$ cat config.mk
export PLATFORM = sky130hd
export DESIGN_NAME = dltc_timer
export DESIGN_NICKNAME = d
export VERILOG_FILES = /design/src/include/dltc_pkg.sv /design/src/core/dltc_counter.sv /design/src/core/dltc_timer.sv
export SDC_FILE = /design/constraint.sdc
export NUM_CORES = 1
export LEC_CHECK = 0
export ABC_AREA = 1
export ABC_CLOCK_PERIOD_IN_PS = 2900
export BUFFER_PORTS_ARGS = -buffer_cell sky130_fd_sc_hd__buf_2
export CAP_MARGIN = 5
export CORE_UTILIZATION = 40
export DETAILED_ROUTE_END_ITERATION = 16
export PLACE_DENSITY_LB_ADDON = 0.1
export SKIP_CTS_REPAIR_TIMING = 1
export SYNTH_ARGS = -nofsm -noshare
export SYNTH_HDL_FRONTEND = slang
export SYNTH_SLANG_ARGS = --single-unit
$ cat constraint.sdc
create_clock -name aclk -period 2.9 [get_ports aclk]
set_input_delay 0 -clock aclk [delete_from_list [all_inputs] [get_ports aclk]]
set_output_delay 0 -clock aclk [all_outputs]
set_load 0.01 [all_outputs]
$ cat src/include/dltc_pkg.sv
// Constants and types for the dual legacy timer/counter block.
package dltc_pkg;

	// Peripheral clocks per machine cycle and the mode-0 prescaler width.
	localparam int DLTC_MCYCLE_CLKS = 2;
	localparam int DLTC_PRESC_W     = 5;
	localparam int DLTC_BYTE_W      = 8;

	// Register byte offsets.
	localparam logic [3:0] DLTC_OFF_CTRL = 4'h0;
	localparam logic [3:0] DLTC_OFF_STAT = 4'h4;
	localparam logic [3:0] DLTC_OFF_CNT0 = 4'h8;
	localparam logic [3:0] DLTC_OFF_CNT1 = 4'hC;
	localparam int         DLTC_DEC_W    = 4;

	// Control field layout: one byte per timer, same layout in each.
	localparam int DLTC_CTRL_STRIDE = 8;
	localparam int DLTC_MODE_LSB    = 0;
	localparam int DLTC_CT_BIT      = 2;
	localparam int DLTC_RUN_BIT     = 3;

	// Byte lanes of a count register.
	localparam int DLTC_LO_LANE = 0;
	localparam int DLTC_HI_LANE = 1;

	// Bus answers.
	localparam logic [1:0] DLTC_RESP_OKAY   = 2'h0;
	localparam logic [1:0] DLTC_RESP_SLVERR = 2'h2;

	// Operating modes as software encodes them.
	typedef enum logic [1:0] {
		DLTC_MODE_13BIT  = 2'h0,
		DLTC_MODE_16BIT  = 2'h1,
		DLTC_MODE_RELOAD = 2'h2,
		DLTC_MODE_SPLIT  = 2'h3
	} dltc_mode_type;

	// One timer's count: high byte above low byte.
	typedef struct packed {
		logic [7:0] hi;
		logic [7:0] lo;
	} dltc_cnt_type;

endpackage : dltc_pkg

$ cat src/core/dltc_counter.sv
// One timer's count bytes and their mode-dependent increment and reload.
`timescale 1ns/1ps
module dltc_counter
	import dltc_pkg::*;
(
	input  wire logic          aclk,
	input  wire logic          aresetn,
	input  wire logic          inc_lo,
	input  wire logic          inc_hi,
	input  wire dltc_mode_type mode,
	input  wire logic          wr_lo,
	input  wire logic          wr_hi,
	input  wire logic [7:0]    wdata_lo,
	input  wire logic [7:0]    wdata_hi,
	output logic [15:0]        count,
	output logic               ovf_lo,
	output logic               ovf_hi
);

	dltc_cnt_type st_ff;
	dltc_cnt_type nxt_st;

	// Count per mode; a software write to a byte wins over the count in the same cycle.
	always_comb begin
		nxt_st = st_ff;
		ovf_lo = 1'b0;
		ovf_hi = 1'b0;
		case (mode)
			DLTC_MODE_13BIT: begin
				if (inc_lo) begin
					nxt_st.lo[DLTC_PRESC_W-1:0] = st_ff.lo[DLTC_PRESC_W-1:0] + 1'b1;
					if (&st_ff.lo[DLTC_PRESC_W-1:0]) begin
						nxt_st.hi = st_ff.hi + 8'h01;
						ovf_lo    = &st_ff.hi;
					end
				end
			end
			DLTC_MODE_16BIT: begin
				if (inc_lo) begin
					{nxt_st.hi, nxt_st.lo} = st_ff + 16'h0001;
					ovf_lo                 = &st_ff;
				end
			end
			DLTC_MODE_RELOAD: begin
				if (inc_lo) begin
					if (&st_ff.lo) begin
						nxt_st.lo = st_ff.hi;
						ovf_lo    = 1'b1;
					end else begin
						nxt_st.lo = st_ff.lo + 8'h01;
					end
				end
			end
			DLTC_MODE_SPLIT: begin
				// Two unrelated byte counters, each with its own wrap event.
				if (inc_lo) begin
					nxt_st.lo = st_ff.lo + 8'h01;
					ovf_lo    = &st_ff.lo;
				end
				if (inc_hi) begin
					nxt_st.hi = st_ff.hi + 8'h01;
					ovf_hi    = &st_ff.hi;
				end
			end
			default: begin
				nxt_st = st_ff;
			end
		endcase
		if (wr_lo) begin
			nxt_st.lo = wdata_lo;
		end
		if (wr_hi) begin
			nxt_st.hi = wdata_hi;
		end
	end

	// State register.
	always_ff @(posedge aclk) begin
		if (!aresetn) begin
			st_ff <= '0;
		end else begin
			st_ff <= nxt_st;
		end
	end

	assign count = st_ff;
endmodule : dltc_counter

$ cat src/core/dltc_timer.sv
// Dual legacy timer/counter with its AXI4-Lite register slave.
//
// Register access over AXI4-Lite and the placing of the registers were chosen for this implementation.
`timescale 1ns/1ps
module dltc_timer
	import dltc_pkg::*;
#(
	parameter int ADDR_W      = 8,
	parameter int MCYCLE_CLKS = DLTC_MCYCLE_CLKS
)
(
	input  wire logic              aclk,
	input  wire logic              aresetn,
	input  wire logic [ADDR_W-1:0] s_axi_awaddr,
	input  wire logic              s_axi_awvalid,
	output logic                   s_axi_awready,
	input  wire logic [31:0]       s_axi_wdata,
	input  wire logic [3:0]        s_axi_wstrb,
	input  wire logic              s_axi_wvalid,
	output logic                   s_axi_wready,
	output logic [1:0]             s_axi_bresp,
	output logic                   s_axi_bvalid,
	input  wire logic              s_axi_bready,
	input  wire logic [ADDR_W-1:0] s_axi_araddr,
	input  wire logic              s_axi_arvalid,
	output logic                   s_axi_arready,
	output logic [31:0]            s_axi_rdata,
	output logic [1:0]             s_axi_rresp,
	output logic                   s_axi_rvalid,
	input  wire logic              s_axi_rready,
	input  wire logic              timer_zero_count_input,
	input  wire logic              timer_one_count_input,
	output logic [1:0]             overflow_flags
);

	// Parameters the logic cannot serve are refused at elaboration.
	if (ADDR_W <= DLTC_DEC_W || ADDR_W > 32) begin : g_bad_addr
		$error("ADDR_W must lie between 5 and 32.");
	end
	if (MCYCLE_CLKS < 2) begin : g_bad_mcycle
		$error("MCYCLE_CLKS must be at least 2.");
	end

	// The divider counts clocks inside one machine cycle.
	localparam int              DIV_W    = $clog2(MCYCLE_CLKS);
	localparam logic [DIV_W-1:0] DIV_LAST = DIV_W'(MCYCLE_CLKS - 1);

	// Block state in one record, so that one register process holds all of it except the count bytes, which each dltc_counter keeps.
	typedef struct packed {
		logic [1:0][1:0]   mode;
		logic [1:0]        ct;
		logic [1:0]        run;
		logic [1:0]        ovf;
		logic [1:0]        pin_prev;
		logic [DIV_W-1:0]  div;
		logic              aw_hold;
		logic [ADDR_W-1:0] aw_addr;
		logic              w_hold;
		logic [31:0]       w_data;
		logic [3:0]        w_strb;
		logic              awready;
		logic              wready;
		logic              bvalid;
		logic [1:0]        bresp;
		logic              arready;
		logic              rvalid;
		logic [1:0]        rresp;
		logic [31:0]       rdata;
	} dltc_state_type;

	// State, its next value and the combinational helpers taken from it and the pins.
	dltc_state_type   st_ff;
	dltc_state_type   nxt_st;
	logic             tick;
	logic [1:0]       fall;
	logic [1:0]       inc_lo;
	logic [1:0]       inc_hi;
	logic [1:0]       wr_lo;
	logic [1:0]       wr_hi;
	logic [1:0]       ovf_lo;
	logic [1:0]       ovf_hi;
	logic [1:0][15:0] cnt;
	logic [1:0]       set;
	logic [1:0]       clr;
	logic             do_wr;
	logic             w_hit;
	logic [3:0]       w_off;
	logic             r_hit;
	logic [3:0]       r_off;

	// Machine-cycle tick: one clock in every MCYCLE_CLKS.
	assign tick = (st_ff.div == DIV_LAST);

	// Count inputs are synchronous; a falling edge is high last clock and low now.
	assign fall = st_ff.pin_prev & ~{timer_one_count_input, timer_zero_count_input};

	// A write is carried out once address and data are both held and no answer is pending.
	assign do_wr = st_ff.aw_hold & st_ff.w_hold & ~st_ff.bvalid;
	assign w_hit = ~|st_ff.aw_addr[ADDR_W-1:DLTC_DEC_W];
	assign w_off = {st_ff.aw_addr[DLTC_DEC_W-1:2], 2'b00};
	assign r_hit = ~|s_axi_araddr[ADDR_W-1:DLTC_DEC_W];
	assign r_off = {s_axi_araddr[DLTC_DEC_W-1:2], 2'b00};

	// Timer zero wraps set flag zero; timer one wraps, or the split high byte wraps, set flag one.
	assign set = {ovf_lo[1] | ovf_hi[0], ovf_lo[0]};

	// Per-timer event steering and count unit; no state is shared outside split mode.
	for (genvar i = 0; i < 2; i++) begin : g_tmr
		localparam logic [3:0] CNT_OFF = (i == 0) ? DLTC_OFF_CNT0 : DLTC_OFF_CNT1;
		logic split_frozen;
		logic own_split;

		assign split_frozen = (i == 1) && (st_ff.mode[i] == DLTC_MODE_SPLIT);
		assign own_split    = (i == 0) && (st_ff.mode[i] == DLTC_MODE_SPLIT);

		// Timer function takes the machine tick, counter function the falling edge.
		assign inc_lo[i] = st_ff.run[i] & (st_ff.ct[i] ? fall[i] : tick) & ~split_frozen;
		// In split mode the high byte of timer zero borrows timer one's run bit.
		assign inc_hi[i] = own_split & st_ff.run[1] & tick;

		assign wr_lo[i] = do_wr & w_hit & (w_off == CNT_OFF) & st_ff.w_strb[DLTC_LO_LANE];
		assign wr_hi[i] = do_wr & w_hit & (w_off == CNT_OFF) & st_ff.w_strb[DLTC_HI_LANE];
		assign clr[i]   = do_wr & w_hit & (w_off == DLTC_OFF_STAT) & st_ff.w_strb[0] & st_ff.w_data[i];

		dltc_counter u_cnt (
			.aclk     (aclk),
			.aresetn  (aresetn),
			.inc_lo   (inc_lo[i]),
			.inc_hi   (inc_hi[i]),
			.mode     (dltc_mode_type'(st_ff.mode[i])),
			.wr_lo    (wr_lo[i]),
			.wr_hi    (wr_hi[i]),
			.wdata_lo (st_ff.w_data[DLTC_LO_LANE*DLTC_BYTE_W +: DLTC_BYTE_W]),
			.wdata_hi (st_ff.w_data[DLTC_HI_LANE*DLTC_BYTE_W +: DLTC_BYTE_W]),
			.count    (cnt[i]),
			.ovf_lo   (ovf_lo[i]),
			.ovf_hi   (ovf_hi[i])
		);
	end

	// Next state: divider, edge history, flags, control writes and both bus channels.
	always_comb begin
		logic [31:0] rd;
		rd     = '0;
		nxt_st = st_ff;

		// Divider and pin history run on every clock, whatever the run bits say.
		nxt_st.div      = tick ? '0 : st_ff.div + 1'b1;
		nxt_st.pin_prev = {timer_one_count_input, timer_zero_count_input};

		// A wrap in the same cycle as a clearing write keeps the flag set.
		nxt_st.ovf = (st_ff.ovf & ~clr) | set;

		// Control byte per timer, each behind its own strobe.
		if (do_wr && w_hit && w_off == DLTC_OFF_CTRL) begin
			for (int i = 0; i < 2; i++) begin
				if (st_ff.w_strb[i]) begin
					nxt_st.mode[i] = st_ff.w_data[i*DLTC_CTRL_STRIDE+DLTC_MODE_LSB +: 2];
					nxt_st.ct[i]   = st_ff.w_data[i*DLTC_CTRL_STRIDE+DLTC_CT_BIT];
					nxt_st.run[i]  = st_ff.w_data[i*DLTC_CTRL_STRIDE+DLTC_RUN_BIT];
				end
			end
		end

		// Write address and data are taken independently, in either order.
		if (st_ff.awready && s_axi_awvalid) begin
			nxt_st.aw_hold = 1'b1;
			nxt_st.aw_addr = s_axi_awaddr;
		end
		if (st_ff.wready && s_axi_wvalid) begin
			nxt_st.w_hold = 1'b1;
			nxt_st.w_data = s_axi_wdata;
			nxt_st.w_strb = s_axi_wstrb;
		end
		if (do_wr) begin
			nxt_st.aw_hold = 1'b0;
			nxt_st.w_hold  = 1'b0;
			nxt_st.bvalid  = 1'b1;
			nxt_st.bresp   = w_hit ? DLTC_RESP_OKAY : DLTC_RESP_SLVERR;
		end else if (st_ff.bvalid && s_axi_bready) begin
			nxt_st.bvalid = 1'b0;
		end
		// No new write is taken until the previous answer has gone.
		nxt_st.awready = ~nxt_st.aw_hold & ~nxt_st.bvalid;
		nxt_st.wready  = ~nxt_st.w_hold & ~nxt_st.bvalid;

		// Read data are sampled at the accepting edge, so they show the state of that cycle.
		case (r_off)
			DLTC_OFF_CTRL: begin
				for (int i = 0; i < 2; i++) begin
					rd[i*DLTC_CTRL_STRIDE+DLTC_MODE_LSB +: 2] = st_ff.mode[i];
					rd[i*DLTC_CTRL_STRIDE+DLTC_CT_BIT]       = st_ff.ct[i];
					rd[i*DLTC_CTRL_STRIDE+DLTC_RUN_BIT]      = st_ff.run[i];
				end
			end
			DLTC_OFF_STAT: rd[1:0] = st_ff.ovf;
			DLTC_OFF_CNT0: rd[15:0] = cnt[0];
			DLTC_OFF_CNT1: rd[15:0] = cnt[1];
			default: rd = '0;
		endcase
		// One read at a time: the address is only taken while no answer waits.
		if (st_ff.arready && s_axi_arvalid) begin
			nxt_st.rvalid = 1'b1;
			nxt_st.rdata  = r_hit ? rd : '0;
			nxt_st.rresp  = r_hit ? DLTC_RESP_OKAY : DLTC_RESP_SLVERR;
		end else if (st_ff.rvalid && s_axi_rready) begin
			nxt_st.rvalid = 1'b0;
		end
		nxt_st.arready = ~nxt_st.rvalid;
	end

	// State register; everything starts stopped, in mode 0, with flags clear.
	always_ff @(posedge aclk) begin
		if (!aresetn) begin
			st_ff <= '0;
		end else begin
			st_ff <= nxt_st;
		end
	end

	// Every output is a register bit.
	assign s_axi_awready  = st_ff.awready;
	assign s_axi_wready   = st_ff.wready;
	assign s_axi_bresp    = st_ff.bresp;
	assign s_axi_bvalid   = st_ff.bvalid;
	assign s_axi_arready  = st_ff.arready;
	assign s_axi_rdata    = st_ff.rdata;
	assign s_axi_rresp    = st_ff.rresp;
	assign s_axi_rvalid   = st_ff.rvalid;
	assign overflow_flags = st_ff.ovf;

	// The exact period check only holds for the documented divide by two.
	if (MCYCLE_CLKS == 2) begin : g_period_chk

	end
endmodule : dltc_timer

==> results of run 1 <==
[worst register-to-register path: cells and delay by family (launching register included)]
family / cells / cell delay (ps)
flops: 1 / 440
fa+ha+maj: 2 / 460
simple gates: 8 / 950
buf+inv: 2 / 110
compound gates: 1 / 90
[metal layers]
| metal | global-route usage | wire (um) | vias to the layer above |
|---|---|---|---|
| met5 | 0 | 0 | - |
| met4 | 0.0989 | 473 | 0 |
| met3 | 0.0426 | 872 | 31 |
| met2 | 0.366 | 7320 | 178 |
| met1 | 0.313 | 7630 | 2516 |
| li1 | - | - | 2786 |
[kinds of logic after synthesis]
logic type                 Yosys count  synth area share
and+or+nand+nor                    393             0.312
other                                1          0.000686
xor gates and xnor gates             7            0.0112
DFF                                 94             0.344
adders and majority gates           11            0.0252
AOI/OAI and AO/OA                  167             0.162
buffers and inverters              170             0.144
[cells in the mapped netlist]
| cell type | instances | share of area |
|---|---|---|
| buf_2 | 2 | 0.0018 |
| o21a_1 | 1 | 0.0014 |
| nand2_1 | 174 | 0.12 |
| nor3_4 | 1 | 0.0030 |
| nor3_1 | 12 | 0.011 |
| o211ai_1 | 7 | 0.0096 |
| or2_2 | 4 | 0.0046 |
| buf_4 | 39 | 0.054 |
| nor2_4 | 1 | 0.0021 |
| xor2_1 | 6 | 0.0096 |
| nand3_1 | 79 | 0.072 |
| inv_1 | 109 | 0.075 |
| and2_1 | 1 | 0.0011 |
| o21bai_1 | 1 | 0.0014 |
| nand4_4 | 1 | 0.0039 |
| nor2_1 | 98 | 0.067 |
| clkbuf_1 | 16 | 0.011 |
| a21oi_2 | 1 | 0.0016 |
| inv_2 | 2 | 0.0014 |
| nand4_1 | 11 | 0.013 |
| o22ai_1 | 15 | 0.017 |
| nand3_2 | 3 | 0.0055 |
| xnor2_1 | 1 | 0.0016 |
| ha_1 | 11 | 0.025 |
| o21ai_1 | 2 | 0.0018 |
| nand2_2 | 3 | 0.0034 |
| conb_1 | 1 | 0.00069 |
| a21oi_1 | 70 | 0.064 |
| clkinv_1 | 1 | 0.00069 |
| o21ai_0 | 68 | 0.062 |
| a211oi_1 | 2 | 0.0027 |
| nor2_2 | 3 | 0.0034 |
| buf_1 | 1 | 0.00069 |
| nor4_1 | 2 | 0.0023 |
| dfxtp_1 | 94 | 0.34 |
[power breakdown]
group / internal [mW] / total [mW] / switching (mW)
Clock: 0.795 / 1.30 / 0.505
Sequential: 1.33 / 1.36 / 0.0309
Combinational: 0.0715 / 0.203 / 0.132
[cells in the final DEF, fill, tap and decap left out, types with 3 or more instances in the layout]
cell and count:
nand2_1 174, inv_1 109, nor2_1 98, dfxtp_1 94
nand3_1 79, a21oi_1 70, o21ai_0 68, buf_2 63
conb_1 18, dlygate4sd3_1 18, o22ai_1 15, nor3_1 12
nand4_1 11, ha_1 11, clkbuf_16 9, o211ai_1 7
xor2_1 6, or2_2 4, nand3_2 3, nor2_2 3
nand2_2 3
[path summary, 6_finish.rpt]
| check | start | end | slack (ps) | depth (start not counted) |
|---|---|---|---|---|
| hold / removal | s_axi_wdata[0] | st_ff[45] | -60 | 3 |
| setup reg to reg | g_tmr[0].u_cnt.count[0] | g_tmr[0].u_cnt.count[8] | 680 | 13 |
| hold reg to reg | s_axi_rdata[2] | s_axi_rdata[2] | 460 | 2 |
| setup / recovery | g_tmr[0].u_cnt.count[0] | g_tmr[0].u_cnt.count[8] | 680 | 13 |
[state kept, by name, summed over array words and instances, names as in the netlist]
signal and cells:
s_axi_wready 1, s_axi_bresp 1, overflow_flags 2, st_ff 36, tick 1, s_axi_bvalid 1
s_axi_rdata 16, s_axi_awready 1, g_tmr.u_cnt.count 32, s_axi_arready 1, s_axi_rvalid 1, s_axi_rresp 1
[final cells by class]
| cell class | instances | area (um2) |
|---|---|---|
| clock buffers | 11 | 253 |
| clock inverters | 3 | 68.8 |
| fillers | 1371 | 7080 |
| inverters | 112 | 420 |
| multi-input cells | 596 | 2860 |
| flip-flops and latches | 94 | 1880 |
| well taps | 176 | 220 |
| repair buffers | 83 | 510 |
[through the flow]
| step | instance area [um2] | std cells | hold WS [ps] |
|---|---|---|---|
| floorplan | 5530 | 860 | 93.5 |
| global placement | 5710 | 1043 | 193 |
| detailed placement | 5710 | 1043 | 201 |
| CTS | 6030 | 1057 | -164 |
| global route | 6210 | 1075 | 2.18 |
| finish | 6210 | 1075 | -59.0 |
==> impl_results.md, run 1 <==
- Status: finished with violations
- Failing checks: negative hold slack
- Drt pass-1 iters: 6
- Crit path kind: reg -> reg
- Max-cap violation count: 0
- Top-level I/O count: around 100
- Leak Pwr: about 2.7 nW
- Die Y: 119 um
- Peak supply drop: about 0.26 mV
- Sink Count: 94
- Global-route wire length before repair: around 25 mm
- Final Hold Viols: 10
- Max FO, Critical Path: 7
- Buffers and inverters on the worst path: 2
- Crit path launch type: flip-flop
- Number of buffers created by CTS: 9
- Initial Util: 0.411
- Relative slew slack: 0.385
- Share of cells above drive strength 1: 0.109
- Synth cell types: 35
- Vias in the first global route: a little under 5000
- Power Dens Cells: ~460 nW/um2
- GRT Total Usage: 0.233
- Worst Path Arrival: around 2400 ps
- Most used cell along the critical path: nand2_1
- Max-slew violation count: 0
- Initial DRC Count: 370
- DR vias: roughly 5500
- Die X: 119 um
- Final Total Pwr: roughly 2.9 mW
- CTS H-tree depth: 3
- Post-layout min period: approximately 2200 ps
- CP max stage delay: around 440 ps
- Post-layout net count: approximately 970
- Hpwl dp: about 12 mm
- Ys Warns: 0
- Layout Utilization: 0.467
- Clock Path Buffers: 2
- Syn Area/Cell: between 6 and 7 um2
- Setup TNS: 0 ps
- Die ar.: 14100 um2
- Yosys reg bits: 94
- Largest net degree at the start of global routing: 49
- Post-DRT Antenna Nets: 0
- Final setup vio count: 0
- CTS tree: built
- Top Family by Delay on Critical Path: simple AND/OR/NAND/NOR gates
- Clk Latency, worst-skew pair: 350 ps
- Antenna cells: 0
- PortBufs: 63
- Area growth syn-to-layout: 13.7%
- WL/cell: approximately 15 um
- Final WS setup: approximately 700 ps
- Worst slew pin tran: about 900 ps
- F_max: between 400 and 500 MHz
- Clock transition at path regs: ~70 ps
- Critical path, cell by cell: ha_1 -> nand2_1 -> nor2_2 -> ha_1 -> inv_1 -> nand2_1 -> nand3_1 -> inv_1 -> nand2_1 -> nand3_1 -> o21ai_0 -> nor2_1 -> nor2_1
- Place WS: around 740 ps
- DRC: 0
- Crit path required time: 3100 ps
- GRT overflow: 0
- Via density: between 5 and 6
- Area of the mapped netlist: around 5500 um2
- Layout Skew: about 12 ps
- Crit path max-delay cell type: dfxtp_1
- Row count: 42
- Setup crit end kind: flip-flop
- Root buffer cell: clkbuf_16
- Unrepaired setup endpoints after global routing: false
- Detailed Route WL: between 15 and 20 mm
- Fin crit share: 0.765
- Initial antenna violation count: 0
- Gpl congestion: ~0.92
- WHS: -59.0 ps
- Core footprint: around 13000 um2
- Cell count after synthesis: between 800 and 900
- Worst Hold Class: in -> reg
- Seq/Total Area, Yosys: 0.344
No activity file was read; power rests on OpenSTA's default activity.
==> inputs of run 2 (changes only) <==
- ABC_CLOCK_PERIOD_IN_PS: 2900 -> 1850
- clock period: 2.9 -> 1.85 ns (I/O delays scaled with it)
==> impl_results.md, run 2 (same netlist as run 1, synthesis figures left out) <==
- Final WS setup: roughly 120 ps
- Initial DRC Count: 422
- Initial antenna violation count: 0
- Vias in the first global route: 5027
- Max FO, Critical Path: 9
- Placed cell area: 5940 um2
- Detailed Route WL: 17.3 mm
- Top-level I/O count: between 100 and 150
- CTS H-tree depth: 3
- Gpl congestion: around 0.9
- Worst Path Arrival: roughly 2000 ps
- FF-to-FF Start: g_tmr[0].u_cnt.count[4]
- Clock transition at path regs: ~70 ps
- Largest net degree at the start of global routing: 49
- Initial Util: 0.411
- Switching Share: 0.257
- Final Hold Viols: 3
- Share of total power in the clock network: 0.426
- Fin crit share: 0.937
- Post-DRT Antenna Nets: 0
- CTS tree: built
- Hold Crit Start: s_axi_rready
- Global-route wire length before repair: roughly 27 mm
- Pint: around 3.2 mW
- Share of total power in sequential cells: 0.494
- Crit path required time: 2090 ps
- GRT Total Usage: 0.248
- PortBufs: 63
- Area growth syn-to-layout: 20.3%
- WL/cell: between 15 and 20 um
- DR vias: about 5700
- Layout Utilization: 0.494
- Row count: 42
- Max-slew violation count: 0
- Critical path origin: g_tmr[0].u_cnt.count[4]
- F_max: just under 600 MHz
- Peak supply drop: between 0.4 and 0.5 mV
- Final setup vio count: 0
- Clock Path Buffers: 2
- Logic pwr share: 0.080
- Max-cap violation count: 0
- GRT overflow: 0
- Reg with most FFs: st_ff
- Power Dens Cells: roughly 660 nW/um2
- Crit path launch type: flip-flop
- Die Y: around 120 um
- DRC: 0
- Hpwl dp: between 10 and 15 mm
- Place WS: -17.0 ps
- Leak Pwr: about 2.9 nW
- Area occupied by multi-input gates: just under 3000 um2
- FILL cells: around 1400
- Drt pass-1 iters: 5
- Sink Count: 94
- Die X: around 120 um
- Worst slew pin tran: between 500 and 600 ps
- Die ar.: between 10000 and 15000 um2
- Root buffer cell: clkbuf_16
- Post-layout net count: slightly above 1000
- Layout Skew: roughly 11 ps
- Antenna cells: 0
- Core footprint: 13300 um2
- WHS: -25.1 ps
- Fin area: around 6600 um2
- Most common cell after layout, fill and taps aside: nand2_1
- Share of cells above drive strength 1: 0.163
- Failing checks: negative hold slack
- Number of buffers created by CTS: 9
- Worst Hold Class: in -> reg
- Clk Latency, worst-skew pair: 350 ps
- Final Total Pwr: about 4.3 mW
- Crit path kind: reg -> reg
- Switching Power: 1.11 mW
- Reg area: approximately 1900 um2
- Relative slew slack: 0.627
- Setup crit end kind: flip-flop
- Via density: 5.13
- Post-layout min period: 1730 ps
- Status: finished with violations
- Most frequent cells in the layout: 169 x nand2_1, 107 x inv_1, 97 x nor2_1
- Number of flip-flops in the largest register: 36
## run 2: final cells by class
| class | instances | share of cell area |
|---|---|---|
| clock buffers | 12 | 0.0390 |
| clock inverters | 4 | 0.00476 |
| inverters | 112 | 0.0640 |
| multi-input cells | 596 | 0.448 |
| flip-flops and latches | 94 | 0.288 |
| well taps | 176 | 0.0335 |
| repair buffers | 121 | 0.123 |
## run 2: path summary, 6_finish.rpt
kind | slack [ps] | depth (start not counted) | to
worst max-delay path | 120 | 7 | g_tmr[0].u_cnt.count[1]
worst min-delay path | -30 | 4 | s_axi_rvalid
worst max register to register | 120 | 7 | g_tmr[0].u_cnt.count[1]
worst min register to register | 460 | 2 | s_axi_rdata[12]
## run 2: per-layer routing
metal,track usage,up-vias,part of all wire
li1,-,2877,-
met1,0.345,2618,0.47
met2,0.376,184,0.44
met3,0.0359,37,0.047
met4,0.116,0,0.037
met5,0,-,0
## run 2: through the flow
stage                     setup TNS, ps  hold slack, ps  cells
after floorplan                       0            93.5    860
after global placement                0             192   1074
after detailed placement          -17.0             204   1074
after CTS                         -35.5            -160   1090
after global routing              -25.1            2.68   1115
final                                 0           -25.1   1115
## run 2: critical path, cell delays in order (launching register included)
cell and delay (ps):
dfxtp_1 490, nand2_1 110, nor2_2 250, nand2_2 200, a21oi_1 260, nor2_1 70, nor3_1 180, nor2_1 80
## run 2: power by group through the flow
stage	logic (mW)	registers (mW)	clock network [mW]
3_5_place_dp	0.302	2.18	0
2_1_floorplan	0.213	2.16	0
6_report	0.343	2.13	1.84
5_1_grt	0.386	2.13	1.95
4_1_cts	0.303	2.13	1.87
3_3_place_gp	0.297	2.17	0
